**src/logic/pio_rd_defines.svh**
```systemverilog
// pio_rd_defines.svh: address map, field positions and timing counts for the host read port
// assumes a 20 MHz system clock on both ends
`ifndef PIO_RD_DEFINES_SVH
`define PIO_RD_DEFINES_SVH
`define CLK_PERIOD_NS 50
`define T_CSH_NS 13
`define T_CSH_CYC (((`T_CSH_NS) + (`CLK_PERIOD_NS) - 1) / (`CLK_PERIOD_NS))
`define T_CYCLE_NS 45
`define T_CSL_NS 32
`define T_CSL_CYC (((`T_CSL_NS) + (`CLK_PERIOD_NS) - 1) / (`CLK_PERIOD_NS))
`define T_FIFO_INF_WAIT_NS 135
`define T_FIFO_INF_WAIT_CYC (((`T_FIFO_INF_WAIT_NS) + (`CLK_PERIOD_NS) - 1) / (`CLK_PERIOD_NS))
`define BURST_MAX_32 8
`define BURST_MAX_16 16
`define ADDR_W 8
`define ADDR_RX_DATA 8'h00
`define ADDR_RX_STS 8'h40
`define ADDR_TX_STS 8'h48
`define ADDR_RX_FILL 8'h7c
`define ADDR_BYTE_PROBE 8'h64
`define ADDR_FREE_CNT 8'h9c
`define BYTE_PROBE_VAL 32'h87654321
`define DATA_HI_LSB 16
`endif

```
**src/logic/pio_rd_pkg.sv**
```systemverilog
// pio_rd_pkg.sv: shared types for both ends of the host read port
// assumes pio_rd_defines.svh supplies the numeric constants
`default_nettype none
package pio_rd_pkg;
	typedef enum logic [3:0] {
		H_IDLE = 4'b0001,
		H_WAIT = 4'b0010,
		H_STROBE = 4'b0100,
		H_GAP = 4'b1000
	} host_state_t;
	typedef enum logic [1:0] {
		SRC_CSR = 2'b00,
		SRC_RXD = 2'b01,
		SRC_RXS = 2'b10,
		SRC_TXS = 2'b11
	} rd_src_t;
endpackage
`default_nettype wire

```
**src/logic/pio_rd_if.sv**
```systemverilog
// pio_rd_if.sv: host port pins between the host controller and the device end
// assumes one shared clock; the data bus wire is resolved from the enables by the bench
`timescale 1ns/1ps
`default_nettype none
interface pio_rd_if;
	logic host_select_n;
	logic host_read_strobe_n;
	logic [7:1] addr;
	logic fifo_sel;
	logic end_sel;
	logic [31:0] data_out;
	logic [1:0] data_oe;
	logic [31:0] data_in;
	modport dev (input host_select_n, input host_read_strobe_n, input addr, input fifo_sel, input end_sel,
		output data_out, output data_oe, input data_in);
	modport host (output host_select_n, output host_read_strobe_n, output addr, output fifo_sel,
		output end_sel, input data_in);
endinterface
`default_nettype wire

```
**src/logic/pio_rd_dev.sv**
```systemverilog
// pio_rd_dev.sv: device end of the host read port, serving csr and fifo reads
// assumes pins synchronous to i_clk; fifo words arrive on valid/ready streams
`timescale 1ns/1ps
`default_nettype none
`include "pio_rd_defines.svh"
module pio_rd_dev import pio_rd_pkg::*; #(
	parameter int BUS16 = 0
) (
	input wire logic i_clk,
	input wire logic i_rst,
	pio_rd_if.dev bus,
	input wire logic [31:0] i_rxd_data,
	input wire logic i_rxd_valid,
	output logic o_rxd_ready,
	input wire logic [31:0] i_rxs_data,
	input wire logic i_rxs_valid,
	output logic o_rxs_ready,
	input wire logic [31:0] i_txs_data,
	input wire logic i_txs_valid,
	output logic o_txs_ready,
	input wire logic [15:0] i_rx_fill,
	output logic o_active
);
	logic cyc_on;
	logic act_r;
	logic start;
	logic step;
	logic [7:1] addr_r;
	logic [31:0] free_cnt_r;
	logic [31:0] snap_r;
	logic [31:0] dout_r;
	logic [1:0] oe_r;
	logic [31:0] rd_val;
	rd_src_t src;
	logic pop;
	// two-entry skid buffer on rx data so a held-off pop loses no word
	logic [31:0] buf_d [2];
	logic [1:0] buf_cnt_r;
	logic buf_rd_r;
	logic buf_wr_r;
	logic push;
	logic take;

	assign cyc_on = !bus.host_select_n && !bus.host_read_strobe_n;
	assign start = cyc_on && !act_r;
	assign step = cyc_on && act_r && (bus.addr != addr_r);

	always_ff @(posedge i_clk) begin
		if (i_rst)
			act_r <= 1'b0;
		else
			act_r <= cyc_on;
	end

	always_ff @(posedge i_clk) begin
		if (i_rst)
			addr_r <= '0;
		else if (cyc_on)
			addr_r <= bus.addr;
	end

	always_ff @(posedge i_clk) begin
		if (i_rst)
			free_cnt_r <= '0;
		else
			free_cnt_r <= free_cnt_r + 32'h1;
	end

	// counter frozen at cycle start so a slow host sees one stable value
	always_ff @(posedge i_clk) begin
		if (i_rst)
			snap_r <= '0;
		else if (start)
			snap_r <= free_cnt_r;
	end

	always_comb begin
		src = SRC_CSR;
		if (bus.fifo_sel)
			src = SRC_RXD;
		else if ({bus.addr, 1'b0} < `ADDR_RX_STS)
			src = SRC_RXD;
		else if ({bus.addr[7:3], 3'h0} == `ADDR_RX_STS)
			src = SRC_RXS;
		else if ({bus.addr[7:3], 3'h0} == `ADDR_TX_STS)
			src = SRC_TXS;
	end

	// a[1] picks the half of fifo words in 16-bit mode, csr upper halves read zero; a[2] only aliases inside fifo windows
	always_comb begin
		rd_val = 32'h0;
		case ({bus.addr, 1'b0})
			`ADDR_BYTE_PROBE: rd_val = `BYTE_PROBE_VAL;
			`ADDR_FREE_CNT: rd_val = start ? free_cnt_r : snap_r;
			`ADDR_RX_FILL: rd_val = {16'h0, i_rx_fill};
			default: rd_val = 32'h0;
		endcase
		case (src)
			SRC_RXD: rd_val = (buf_cnt_r != 2'h0) ? buf_d[buf_rd_r] : 32'h0;
			SRC_RXS: rd_val = i_rxs_valid ? i_rxs_data : 32'h0;
			SRC_TXS: rd_val = i_txs_valid ? i_txs_data : 32'h0;
			default: ;
		endcase
		if (BUS16 != 0 && bus.addr[1])
			rd_val = {16'h0, rd_val[31:`DATA_HI_LSB]};
	end

	// fifo word retires on each new access, 16-bit retires on upper half
	assign pop = (start || step) && (BUS16 == 0 || bus.addr[1]);

	// one word moves in and one out per clock at most
	assign push = o_rxd_ready && i_rxd_valid;
	assign take = pop && src == SRC_RXD && buf_cnt_r != 2'h0;

	// storage needs no reset: the count says which entries hold data
	always_ff @(posedge i_clk) begin
		if (push)
			buf_d[buf_wr_r] <= i_rxd_data;
	end

	always_ff @(posedge i_clk) begin
		if (i_rst)
			buf_wr_r <= 1'b0;
		else if (push)
			buf_wr_r <= !buf_wr_r;
	end

	always_ff @(posedge i_clk) begin
		if (i_rst)
			buf_rd_r <= 1'b0;
		else if (take)
			buf_rd_r <= !buf_rd_r;
	end

	always_ff @(posedge i_clk) begin
		if (i_rst)
			buf_cnt_r <= 2'h0;
		else
			buf_cnt_r <= buf_cnt_r + {1'b0, push} - {1'b0, take};
	end

	// ready looks at the count and push but not at take, so a pop frees space one clock late
	always_ff @(posedge i_clk) begin
		if (i_rst)
			o_rxd_ready <= 1'b0;
		else
			o_rxd_ready <= (buf_cnt_r == 2'h0) || (buf_cnt_r == 2'h1 && !push);
	end

	// status pops are one-clock pulses; the forced gap stops a double pop
	always_ff @(posedge i_clk) begin
		if (i_rst)
			o_rxs_ready <= 1'b0;
		else
			o_rxs_ready <= pop && src == SRC_RXS && i_rxs_valid && !o_rxs_ready;
	end

	always_ff @(posedge i_clk) begin
		if (i_rst)
			o_txs_ready <= 1'b0;
		else
			o_txs_ready <= pop && src == SRC_TXS && i_txs_valid && !o_txs_ready;
	end

	// data moves only when a beat opens, so a pop cannot disturb the word shown
	always_ff @(posedge i_clk) begin
		if (i_rst)
			dout_r <= '0;
		else if (start || step)
			dout_r <= rd_val;
	end

	always_ff @(posedge i_clk) begin
		if (i_rst)
			oe_r <= 2'b00;
		else if (cyc_on)
			oe_r <= (BUS16 != 0) ? 2'b01 : 2'b11;
		else
			oe_r <= 2'b00;
	end

	always_ff @(posedge i_clk) begin
		if (i_rst)
			o_active <= 1'b0;
		else
			o_active <= cyc_on;
	end

	assign bus.data_out = dout_r;
	assign bus.data_oe = oe_r;
endmodule
`default_nettype wire

```
**src/flat_wrapper.sv**
```systemverilog
// flat-port wrapper written by rule: the top's interface ports become plain ports
module pio_rd_dev_flat import pio_rd_pkg::*;
#(
	parameter int BUS16 = 0
)
  (i_clk, i_rst, i_rxd_data, i_rxd_valid, o_rxd_ready, i_rxs_data, i_rxs_valid, o_rxs_ready, i_txs_data, i_txs_valid, o_txs_ready, i_rx_fill, o_active, bus_host_select_n, bus_host_read_strobe_n, bus_addr, bus_fifo_sel, bus_end_sel, bus_data_out, bus_data_oe, bus_data_in);
  pio_rd_if bus_i ();
  input wire logic i_clk;
  input wire logic i_rst;
  input wire logic [31:0] i_rxd_data;
  input wire logic i_rxd_valid;
  output logic o_rxd_ready;
  input wire logic [31:0] i_rxs_data;
  input wire logic i_rxs_valid;
  output logic o_rxs_ready;
  input wire logic [31:0] i_txs_data;
  input wire logic i_txs_valid;
  output logic o_txs_ready;
  input wire logic [15:0] i_rx_fill;
  output logic o_active;
  input wire logic [$bits(bus_i.host_select_n)-1:0] bus_host_select_n;
  input wire logic [$bits(bus_i.host_read_strobe_n)-1:0] bus_host_read_strobe_n;
  input wire logic [$bits(bus_i.addr)-1:0] bus_addr;
  input wire logic [$bits(bus_i.fifo_sel)-1:0] bus_fifo_sel;
  input wire logic [$bits(bus_i.end_sel)-1:0] bus_end_sel;
  output wire logic [$bits(bus_i.data_out)-1:0] bus_data_out;
  output wire logic [$bits(bus_i.data_oe)-1:0] bus_data_oe;
  input wire logic [$bits(bus_i.data_in)-1:0] bus_data_in;
  assign bus_i.host_select_n = bus_host_select_n;
  assign bus_i.host_read_strobe_n = bus_host_read_strobe_n;
  assign bus_i.addr = bus_addr;
  assign bus_i.fifo_sel = bus_fifo_sel;
  assign bus_i.end_sel = bus_end_sel;
  assign bus_data_out = bus_i.data_out;
  assign bus_data_oe = bus_i.data_oe;
  assign bus_i.data_in = bus_data_in;
  pio_rd_dev #(.BUS16(BUS16)) u_core (.i_clk(i_clk), .i_rst(i_rst), .bus(bus_i), .i_rxd_data(i_rxd_data), .i_rxd_valid(i_rxd_valid), .o_rxd_ready(o_rxd_ready), .i_rxs_data(i_rxs_data), .i_rxs_valid(i_rxs_valid), .o_rxs_ready(o_rxs_ready), .i_txs_data(i_txs_data), .i_txs_valid(i_txs_valid), .o_txs_ready(o_txs_ready), .i_rx_fill(i_rx_fill), .o_active(o_active));
endmodule
```
**config.mk**
```make
export PLATFORM = sky130hd
export DESIGN_NAME = pio_rd_dev_flat
export DESIGN_NICKNAME = d
export VERILOG_FILES = /design/src/logic/pio_rd_pkg.sv /design/src/logic/pio_rd_if.sv /design/src/logic/pio_rd_dev.sv /design/src/flat_wrapper.sv
export VERILOG_INCLUDE_DIRS = /design/src /design/src/logic
export SDC_FILE = /design/constraint.sdc
export NUM_CORES = 1
export LEC_CHECK = 0
export BUFFER_PORTS_ARGS = -buffer_cell sky130_fd_sc_hd__buf_2
export CORE_UTILIZATION = 57
export CTS_CLUSTER_DIAMETER = 200
export DETAILED_ROUTE_END_ITERATION = 12
export PLACE_DENSITY = 0.88
export SKIP_CTS_REPAIR_TIMING = 1
export SLEW_MARGIN = 20
export SYNTH_ARGS = -nofsm -noshare
export SYNTH_HDL_FRONTEND = slang
export SYNTH_SLANG_ARGS = --single-unit
```
**constraint.sdc**
```tcl
create_clock -name i_clk -period 5.85 [get_ports i_clk]
set_clock_uncertainty 0.15 [all_clocks]
set_input_delay 1.17 -clock i_clk [delete_from_list [all_inputs] [get_ports i_clk]]
set_output_delay 1.17 -clock i_clk [all_outputs]
set_load 0.005 [all_outputs]
```
==> impl_metrics.json, run 1 <==
{
  "outcome": "finished, final reports clean",
  "reg2reg_slack_ns": 2.76,
  "required_ns": 5.99,
  "antenna_found_initial": 1,
  "first_pass_iters": 5,
  "clock_latency_ns": 0.43,
  "crit_family": "simple AND/OR/NAND/NOR gates",
  "fmax_ghz": 0.272,
  "max-cap-violations": 0,
  "pin_count": 198,
  "synthArstFlopShare": 0,
  "drive_gt1_frac": 0.274,
  "criticalPathCategory": "in2reg",
  "synth_area_um2": 7450,
  "min_path_type": "reg2reg",
  "drc": 0,
  "layout.nets": 986,
  "core_area_um2": 12700,
  "fp.dieH_um": 116,
  "setup_viol": 0,
  "power_density_nw_per_um2": 302,
  "hold_path_depth": 1,
  "start_util": 0.588,
  "area_growth_syn_to_layout_pct": 20.1,
  "ant_nets": 0,
  "drt_wl_total_um": 18400,
  "synth_largest_area_cell": "dfxtp_1",
  "grt_max_degree": 90,
  "clkSlewWorstSetupHoldPaths_ns": 0.07,
  "layout.cells.non_filler": 1009,
  "layout_setup_ws_ns": 2.17,
  "synth_cell_types": 49,
  "layout_min_cycle_time_ns": 3.68,
  "drv_slew": 0,
  "post-route-period-util": 0.629,
  "rows": 41,
  "crit_arrival_ns": 3.82,
  "cpMaxStageDelayCell": "nor4_1",
  "ff2ff_path_depth": 10,
  "critPathLaunchType": "input port",
  "path_buf_inv": 2,
  "gr-total-overflow": 0,
  "cts_tree": "done",
  "yosysWarnings": 0,
  "cts_sinks": 176,
  "fin_tns_setup_ns": 0,
  "gp_congestion": 0.938,
  "drt_iter0_markers": 524,
  "grt_pass1_wl_um": 28900,
  "cp.depth": 11,
  "finalHoldViolCount": 0,
  "clockRootBuffer": "clkbuf_16",
  "ctsHtreeMaxLevel": 4,
  "slew_headroom": 0.297,
  "routedWlPerCell_um": 18.2,
  "synth-main-ff-cell": "dfxtp_1",
  "path_cells": "buf_2 -> xor2_1 -> nor4_1 -> a21oi_2 -> and2_1 -> ha_1 -> inv_1 -> ha_1 -> xor2_1 -> xnor2_1 -> nor2_1",
  "yosys.area.top_type_share": 0.301,
  "mostFrequentLayoutCells": "buf_2 (164), dfxtp_1 (111), nor2_1 (75)",
  "ys_seq_area_frac": 0.559,
  "critPathMaxFanout": 25,
  "irDropWorstVdd_mv": 0.207,
  "grt_pass1_vias": 5764,
  "ys_ff_latch": 176,
  "holdWs_ns": 0.309,
  "routed_via_density": 5.99,
  "endpoint_kind": "flip-flop",
  "die-area_um2": 13500,
  "final_common_cell": "buf_2",
  "synth_nets": 848,
  "clock_path_buffers": 2,
  "syn_area_per_cell_um2": 10.9,
  "syn_inst": 685,
  "port_buffers": 164,
  "critPathMaxStageDelay_ns": 0.69,
  "vias": 6042,
  "placed_cells": 976,
  "grt.total_usage": 0.285,
  "die_w_um": 116,
  "grt_setup_unrepaired": "no",
  "tightest_slew_ns": 1.05,
  "synth_area_leaders": "dfxtp_1 (30%), edfxtp_1 (26%), mux2i_1 (6.7%), o21ai_0 (3.9%), nor2_1 (3.9%)",
  "power_leakage_nw": 3.35,
  "cts_buffers": 17,
  "finish.utilization": 0.706,
  "hpwl_um": 12600,
  "synth-edff-count": 64,
  "dp_slack_ns": 1.99
}
[final cells by class]
cell class	instances	area [µm²]
Sequential cell	176	4170
Fill cell	895	3720
Multi-Input combinational cell	448	3060
Timing Repair Buffer	173	888
Clock buffer	17	425
Tap cell	172	215
Clock inverter	15	161
Inverter	7	26.3
Antenna cell	1	2.50
[power by group]
group          total, mW  switching [mW]  internal, mW
clock               1.12           0.486         0.632
combinational      0.247           0.136         0.111
sequential          1.34          0.0258          1.31
total               2.71           0.648          2.06
[state kept, by name, indices dropped and copies added, names as in the netlist, named ones only]
signal	flops
u_core.buf_d	64
u_core.bus.data_out	32
u_core.free_cnt_r	32
u_core.snap_r	32
u_core.addr_r	7
u_core.buf_cnt_r	2
u_core.buf_rd_r	1
u_core.buf_wr_r	1
u_core.bus.data_oe	1
u_core.o_rxd_ready	1
u_core.o_rxs_ready	1
u_core.o_txs_ready	1
[layer usage]
| layer | wire length, µm | share of wire | global-route usage |
|---|---|---|---|
| met2 | 8950 | 0.49 | 0.463 |
| met3 | 1350 | 0.073 | 0.0882 |
| met4 | 459 | 0.025 | 0.109 |
| met5 | 0 | 0 | 0 |
| met1 | 7640 | 0.42 | 0.358 |
[cells by family (layout without fill, tap and decap cells)]
group | count (synthesis) | after routing | share of synthesized area
buffers and inverters | 61 | 212 | 0.0334
DFF | 176 | 176 | 0.559
and+or+nand+nor | 186 | 186 | 0.121
muxes | 61 | 61 | 0.0838
AOI/OAI and AO/OA | 163 | 163 | 0.156
xor gates and xnor gates | 35 | 35 | 0.0412
other | 0 | 1 | 0
adders and majority gates | 3 | 3 | 0.00504
[Yosys cell counts, types with 2 or more instances]
cell / number
ha_1: 3
nor2b_1: 3
and4_1: 5
or3_1: 5
nor4b_1: 4
a222oi_1: 11
edfxtp_1: 64
a311oi_1: 11
nor4_1: 11
buf_2: 10
mux2i_1: 50
nand2_1: 42
xnor2_1: 21
and3b_1: 2
nand4_1: 5
and4b_1: 2
a221o_1: 21
clkbuf_1: 40
o2111ai_1: 2
and3_1: 4
inv_1: 7
a32o_1: 21
a31o_2: 3
nor3_1: 5
mux2_2: 11
nand3_1: 12
o21ai_0: 58
dfxtp_1: 112
a21oi_1: 27
xor2_1: 14
nor2_1: 77
buf_4: 2
buf_1: 2
a21o_1: 3
[path summary, 6_finish.rpt]
kind                     startpoint                      to
max                     bus_addr[4]     u_core.buf_cnt_r[1]
min          u_core.bus.data_out[8]  u_core.bus.data_out[8]
max reg2reg        u_core.addr_r[6]     u_core.buf_cnt_r[1]
min reg2reg  u_core.bus.data_out[8]  u_core.bus.data_out[8]
[per-stage QoR]
step / power, mW / area, µm²
after CTS: 2.71 / 8940
final: 2.71 / 8950
after floorplan: 1.50 / 7450
after detailed placement: 1.61 / 8350
after global routing: 2.79 / 8950
after global placement: 1.60 / 8350
No activity file was read; power rests on OpenSTA's default activity.
==> run 2: changes to the inputs <==
--- a/config.mk
+++ b/config.mk
@@ -6,11 +6,12 @@
 export SDC_FILE = /design/constraint.sdc
 export NUM_CORES = 1
 export LEC_CHECK = 0
+export ABC_AREA = 1
 export BUFFER_PORTS_ARGS = -buffer_cell sky130_fd_sc_hd__buf_2
-export CORE_UTILIZATION = 57
+export CORE_UTILIZATION = 54
 export CTS_CLUSTER_DIAMETER = 200
 export DETAILED_ROUTE_END_ITERATION = 12
-export PLACE_DENSITY = 0.88
+export PLACE_DENSITY = 0.83
 export SKIP_CTS_REPAIR_TIMING = 1
 export SLEW_MARGIN = 20
 export SYNTH_ARGS = -nofsm -noshare
==> constraint.sdc (replaced) <==
create_clock -name i_clk -period 3.7 [get_ports i_clk]
set_clock_uncertainty 0.15 [all_clocks]
set_input_delay 0.74 -clock i_clk [delete_from_list [all_inputs] [get_ports i_clk]]
set_output_delay 0.74 -clock i_clk [all_outputs]
set_load 0.005 [all_outputs]
==> impl_metrics.json, run 2 <==
{
  "drc": 0,
  "ys_seq_area_frac": 0.487,
  "synth_cell_types": 38,
  "criticalPathCategory": "in2reg",
  "cpMaxStageDelayCell": "nand2_2",
  "start_util": 0.558,
  "fmax_ghz": 0.390,
  "power_density_nw_per_um2": 443,
  "synth-edff-count": 64,
  "p_sw_mw": 1.12,
  "antenna_found_initial": 1,
  "outcome": "finished, final reports clean",
  "synthArstFlopShare": 0,
  "ff2ff_path_depth": 10,
  "drive_gt1_frac": 0.181,
  "first_pass_iters": 5,
  "tightest_slew_ns": 1.01,
  "routedWlPerCell_um": 13.8,
  "critPathLaunchType": "input port",
  "largest_register_ffs": 64,
  "grt_max_degree": 77,
  "final_common_cell": "nand2_1",
  "path_cells": "buf_2 -> nor2_1 -> nand3_1 -> nand2_2 -> inv_2 -> nand2_1 -> inv_2 -> nand2_1 -> nand3_1 -> nor2_1 -> nor2_1",
  "syn_inst": 1157,
  "synth.most_common_cell": "nand2_1",
  "port_buffers": 164,
  "drt_wl_total_um": 21000,
  "fp.dieH_um": 128,
  "crit_top_cell": "nor2_1",
  "syn_area_per_cell_um2": 7.38,
  "synth_nets": 1320,
  "grt_setup_unrepaired": "no",
  "critPathMaxStageDelay_ns": 0.45,
  "ant_nets": 0,
  "finalHoldViolCount": 0,
  "clkSlewWorstSetupHoldPaths_ns": 0.06,
  "ys_ff_latch": 176,
  "regMostFlops": "u_core.buf_d",
  "p_int_mw": 3.33,
  "synth_area_um2": 8540,
  "layout_min_cycle_time_ns": 2.56,
  "hold_path_depth": 1,
  "synth_area_leaders": "dfxtp_1 (26%), edfxtp_1 (22%), nand2_1 (13%), nor2_1 (7.2%), inv_1 (6.2%)",
  "cts_sinks": 176,
  "grt_pass1_vias": 7033,
  "crit_family": "simple AND/OR/NAND/NOR gates",
  "antennaDiodeCount": 0,
  "fin_tns_setup_ns": 0,
  "grt_pass1_wl_um": 33500,
  "path_buf_inv": 3,
  "die-area_um2": 16300,
  "p_sw_frac": 0.252,
  "hpwl_um": 15000,
  "setup_viol": 0,
  "vias": 7815,
  "placed_cells": 1487,
  "power_frac_seq": 0.478,
  "synth-main-ff-cell": "dfxtp_1",
  "cts_buffers": 17,
  "crit_arrival_ns": 2.74,
  "ctsHtreeMaxLevel": 4,
  "grt.total_usage": 0.265,
  "critPathMaxFanout": 22,
  "power_leakage_nw": 4.35,
  "rows": 45,
  "drv_slew": 0,
  "endpoint_kind": "flip-flop",
  "clockRootBuffer": "clkbuf_16",
  "synth_common_cells": "nand2_1 (299), nor2_1 (165), inv_1 (142)",
  "irDropWorstVdd_mv": 0.341,
  "synth_largest_area_cell": "dfxtp_1",
  "comb_power_share": 0.108,
  "clkPwrFrac": 0.414,
  "required_ns": 3.87,
  "layout.nets": 1458,
  "drt_iter0_markers": 687,
  "routed_via_density": 5.14,
  "die_w_um": 128,
  "yosysWarnings": 0,
  "core_area_um2": 15300,
  "slew_headroom": 0.324,
  "placed_area_um2": 9450,
  "min_path_type": "reg2reg",
  "clock_path_buffers": 2,
  "gr-total-overflow": 0,
  "cts_tree": "done",
  "layout.cells.non_filler": 1519,
  "fin_area_um2": 10100,
  "post-route-period-util": 0.693,
  "max-cap-violations": 0,
  "cp.depth": 11,
  "pin_count": 198,
  "yosys.area.top_type_share": 0.262,
  "mostFrequentLayoutCells": "nand2_1 (299), buf_2 (164), nor2_1 (162)",
  "clock_latency_ns": 0.43,
  "area_growth_syn_to_layout_pct": 17.8,
  "gp_congestion": 0.932
}
## run 2: power groups by stage
stage          sequential [mW]  combinational (mW)  clock (mW)
2_1_floorplan             2.16               0.300           0
3_3_place_gp              2.17               0.463           0
3_5_place_dp              2.17               0.472           0
4_1_cts                   2.13               0.475        1.86
5_1_grt                   2.14               0.537        1.94
6_report                  2.13               0.479        1.84
## run 2: cells by family (layout without fill, tap and decap cells)
| group | Yosys count | after routing | share of synthesized area |
|---|---|---|---|
| AO/OA/AOI/OAI | 158 | 158 | 0.0975 |
| adder cells (fa/ha/maj) | 3 | 3 | 0.00439 |
| multiplexers | 1 | 1 | 0.00132 |
| XOR/XNOR | 7 | 7 | 0.00718 |
| AND/OR/NAND/NOR | 608 | 608 | 0.304 |
| flip-flops | 176 | 176 | 0.487 |
| buffers and inverters | 204 | 355 | 0.0978 |
## run 2: path summary, 6_finish.rpt
kind,start,endpoint,slack (ns)
worst min-delay path,u_core.o_rxs_ready,u_core.o_rxs_ready,0.27
worst max-delay path,bus_addr[3],u_core.bus.data_out[21],1.14
worst min register to register,u_core.o_rxs_ready,u_core.o_rxs_ready,0.27
worst max register to register,u_core.bus.data_oe[0],u_core.bus.data_out[31],1.38
## run 2: worst reg2reg max path, cell delays in order, from the launching register on
cell	delay, ns
dfxtp_1	0.39
inv_1	0.10
nand2_2	0.66
buf_4	0.29
nand2_1	0.05
o21ai_0	0.15
o21ai_0	0.14
nand2_1	0.09
nand2_1	0.05
nor2_1	0.09
nor2_1	0.04
## run 2: metal layers
metal	vias to the layer above	global-route usage	wire length, µm
met2	261	0.433	9990
met5	-	0	13
li1	3986	-	-
met3	47	0.0609	1380
met4	2	0.0983	533
met1	3519	0.344	9050
## run 2: final cells by class
cell class	count	area [µm²]
repair buffers	175	916
clock inverters	15	184
clock buffers	17	425
inverters	148	556
fillers	1335	5250
flip-flops and latches	176	4170
multi-input cells	777	3550
well taps	211	264
## run 2: through the flow
stage	setup WS (ns)	hold slack [ns]	power, mW	util
detailed placement	0.760	0.264	2.64	0.617
global route	1.01	0.284	4.61	0.657
CTS	1.21	0.276	4.46	0.657
finish	1.14	0.273	4.45	0.657
global placement	0.822	0.257	2.63	0.617
floorplan	0.918	0.267	2.46	-
==> run 3: changes to the inputs <==
--- a/config.mk
+++ b/config.mk
@@ -8,10 +8,10 @@
 export LEC_CHECK = 0
 export ABC_AREA = 1
 export BUFFER_PORTS_ARGS = -buffer_cell sky130_fd_sc_hd__buf_2
-export CORE_UTILIZATION = 54
+export CORE_UTILIZATION = 49
 export CTS_CLUSTER_DIAMETER = 200
 export DETAILED_ROUTE_END_ITERATION = 12
-export PLACE_DENSITY = 0.83
+export PLACE_DENSITY = 0.8
 export SKIP_CTS_REPAIR_TIMING = 1
 export SLEW_MARGIN = 20
 export SYNTH_ARGS = -nofsm -noshare
==> constraint.sdc (replaced) <==
create_clock -name i_clk -period 2.3 [get_ports i_clk]
set_clock_uncertainty 0.15 [all_clocks]
set_input_delay 0.46 -clock i_clk [delete_from_list [all_inputs] [get_ports i_clk]]
set_output_delay 0.46 -clock i_clk [all_outputs]
set_load 0.005 [all_outputs]
==> impl_metrics.json, run 3 (synthesis results as in run 2) <==
{
  "outcome": "finished, final reports clean",
  "critPathMaxFanout": 4,
  "layout.nets": 1481,
  "fillCellCount": 1527,
  "grt_max_degree": 65,
  "max-cap-violations": 0,
  "ff2ff_path_depth": 13,
  "grt.total_usage": 0.246,
  "wl_met2_um": 10300,
  "die_w_um": 134,
  "rr_startpoint": "u_core.bus.data_oe[0]",
  "finalHoldViolCount": 0,
  "endpoint_kind": "flip-flop",
  "ctsHtreeMaxLevel": 4,
  "cp-endpoint": "u_core.buf_cnt_r[1]",
  "port_buffers": 164,
  "tightest_slew_ns": 0.485,
  "area_growth_syn_to_layout_pct": 19.9,
  "cpMaxStageDelayCell": "dfxtp_2",
  "critPathLaunchType": "flip-flop",
  "hpwl_um": 15700,
  "placed_area_um2": 9650,
  "fmax_ghz": 0.469,
  "antenna_found_initial": 3,
  "mostFrequentLayoutCells": "nand2_1 (298), buf_2 (164), nor2_1 (162)",
  "path_buf_inv": 2,
  "placed_cells": 1519,
  "rows": 47,
  "first_pass_iters": 5,
  "crit_family": "simple AND/OR/NAND/NOR gates",
  "required_ns": 2.51,
  "drt_iter0_markers": 598,
  "final_common_cell": "nand2_1",
  "r2r-end": "u_core.buf_cnt_r[1]",
  "layout.cells.non_filler": 1552,
  "min_path_type": "in2reg",
  "vias": 7916,
  "path_cells": "inv_1 -> a21oi_1 -> nand2_1 -> nor2_1 -> nand2_1 -> nand2_2 -> nor2_1 -> ha_1 -> inv_1 -> ha_1 -> xor2_1 -> o21ai_1 -> a21oi_1",
  "slew_headroom": 0.675,
  "dr_wl_met3_um": 1370,
  "power_leakage_nw": 4.45,
  "crit_arrival_ns": 2.34,
  "post-route-period-util": 0.927,
  "grt_setup_unrepaired": "no",
  "dr.max_layer_used": "met5",
  "dp_slack_ns": -0.0487,
  "die-area_um2": 18000,
  "crit_start": "u_core.bus.data_oe[0]",
  "gp_congestion": 0.900,
  "finish.utilization": 0.609,
  "critPathMaxStageDelay_ns": 0.36,
  "cts_buffers": 17,
  "grt_pass1_vias": 7226,
  "clkSlewWorstSetupHoldPaths_ns": 0.07,
  "total_power_mw": 7.11,
  "met1_length_um": 8940,
  "clockRootBuffer": "clkbuf_16",
  "cts_tree": "done",
  "layout_setup_ws_ns": 0.168,
  "cts_sinks": 176,
  "fin_area_um2": 10200,
  "routed_via_density": 5.10,
  "grt_pass1_wl_um": 34700,
  "criticalPathCategory": "reg2reg",
  "start_util": 0.508,
  "drv_slew": 0,
  "setup_viol": 0,
  "routedWlPerCell_um": 13.8,
  "core_area_um2": 16800,
  "clock_latency_ns": 0.42,
  "cp.depth": 13,
  "clock_path_buffers": 2,
  "power_density_nw_per_um2": 694,
  "layout_min_cycle_time_ns": 2.13,
  "pin_count": 198,
  "largest_register_ffs": 64,
  "reg2reg_slack_ns": 0.17,
  "ant_nets": 0,
  "fp.dieH_um": 134,
  "drc": 0,
  "regMostFlops": "u_core.buf_d",
  "gr-total-overflow": 0,
  "drt_wl_total_um": 21400,
  "drive_gt1_frac": 0.197,
  "irDropWorstVdd_mv": 0.510
}
## run 3: worst min path at each step
stage | from | endpoint | slack (ns) | cells past startpoint
after floorplan | u_core.free_cnt_r[0] | u_core.free_cnt_r[0] | 0.27 | 1
after global placement | u_core.o_rxs_ready | u_core.o_rxs_ready | 0.26 | 1
after detailed placement | u_core.o_rxs_ready | u_core.o_rxs_ready | 0.26 | 1
after CTS | i_rxd_data[1] | u_core.buf_d[1][1] | 0.05 | 1
after global routing | i_rxd_data[1] | u_core.buf_d[1][1] | 0.06 | 1
final | i_rxd_data[4] | u_core.buf_d[0][4] | 0.07 | 1
## run 3: stage by stage
stage               TNS, ns  hold WS, ns
finish                    0       0.0694
global route              0       0.0588
CTS                       0       0.0520
detailed placement   -0.309        0.260
global placement          0        0.258
floorplan                 0        0.267
## run 3: final cells by class
type / instances / area [µm²] / area share
Clock inverter: 14 / 155 / 0.0151
Clock buffer: 18 / 429 / 0.0419
Inverter: 148 / 556 / 0.0542
Multi-Input combinational cell: 777 / 3550 / 0.347
Tap cell: 220 / 275 / 0.0269
Timing Repair Buffer: 198 / 1100 / 0.108
Sequential cell: 176 / 4170 / 0.407
Antenna cell: 1 / 2.50 / 0.000244
## run 3: routing by layer
metal  up-vias  GRT usage
met3        56     0.0465
met4         4      0.127
li1       4035          -
met5         -          0
met1      3535      0.305
met2       286      0.407
## run 3: report_power, final
group / switching [mW] / internal, mW
registers: 0.0540 / 3.36
logic: 0.505 / 0.309
clock network: 1.26 / 1.62
## run 3: worst register-to-register path: stages (launching register included)
cell and delay (ns):
dfxtp_2 0.36, inv_1 0.08, a21oi_1 0.14, nand2_1 0.07, nor2_1 0.10, nand2_1 0.10, nand2_2 0.10, nor2_1 0.07
ha_1 0.29, inv_1 0.07, ha_1 0.15, xor2_1 0.19, o21ai_1 0.09, a21oi_1 0.11
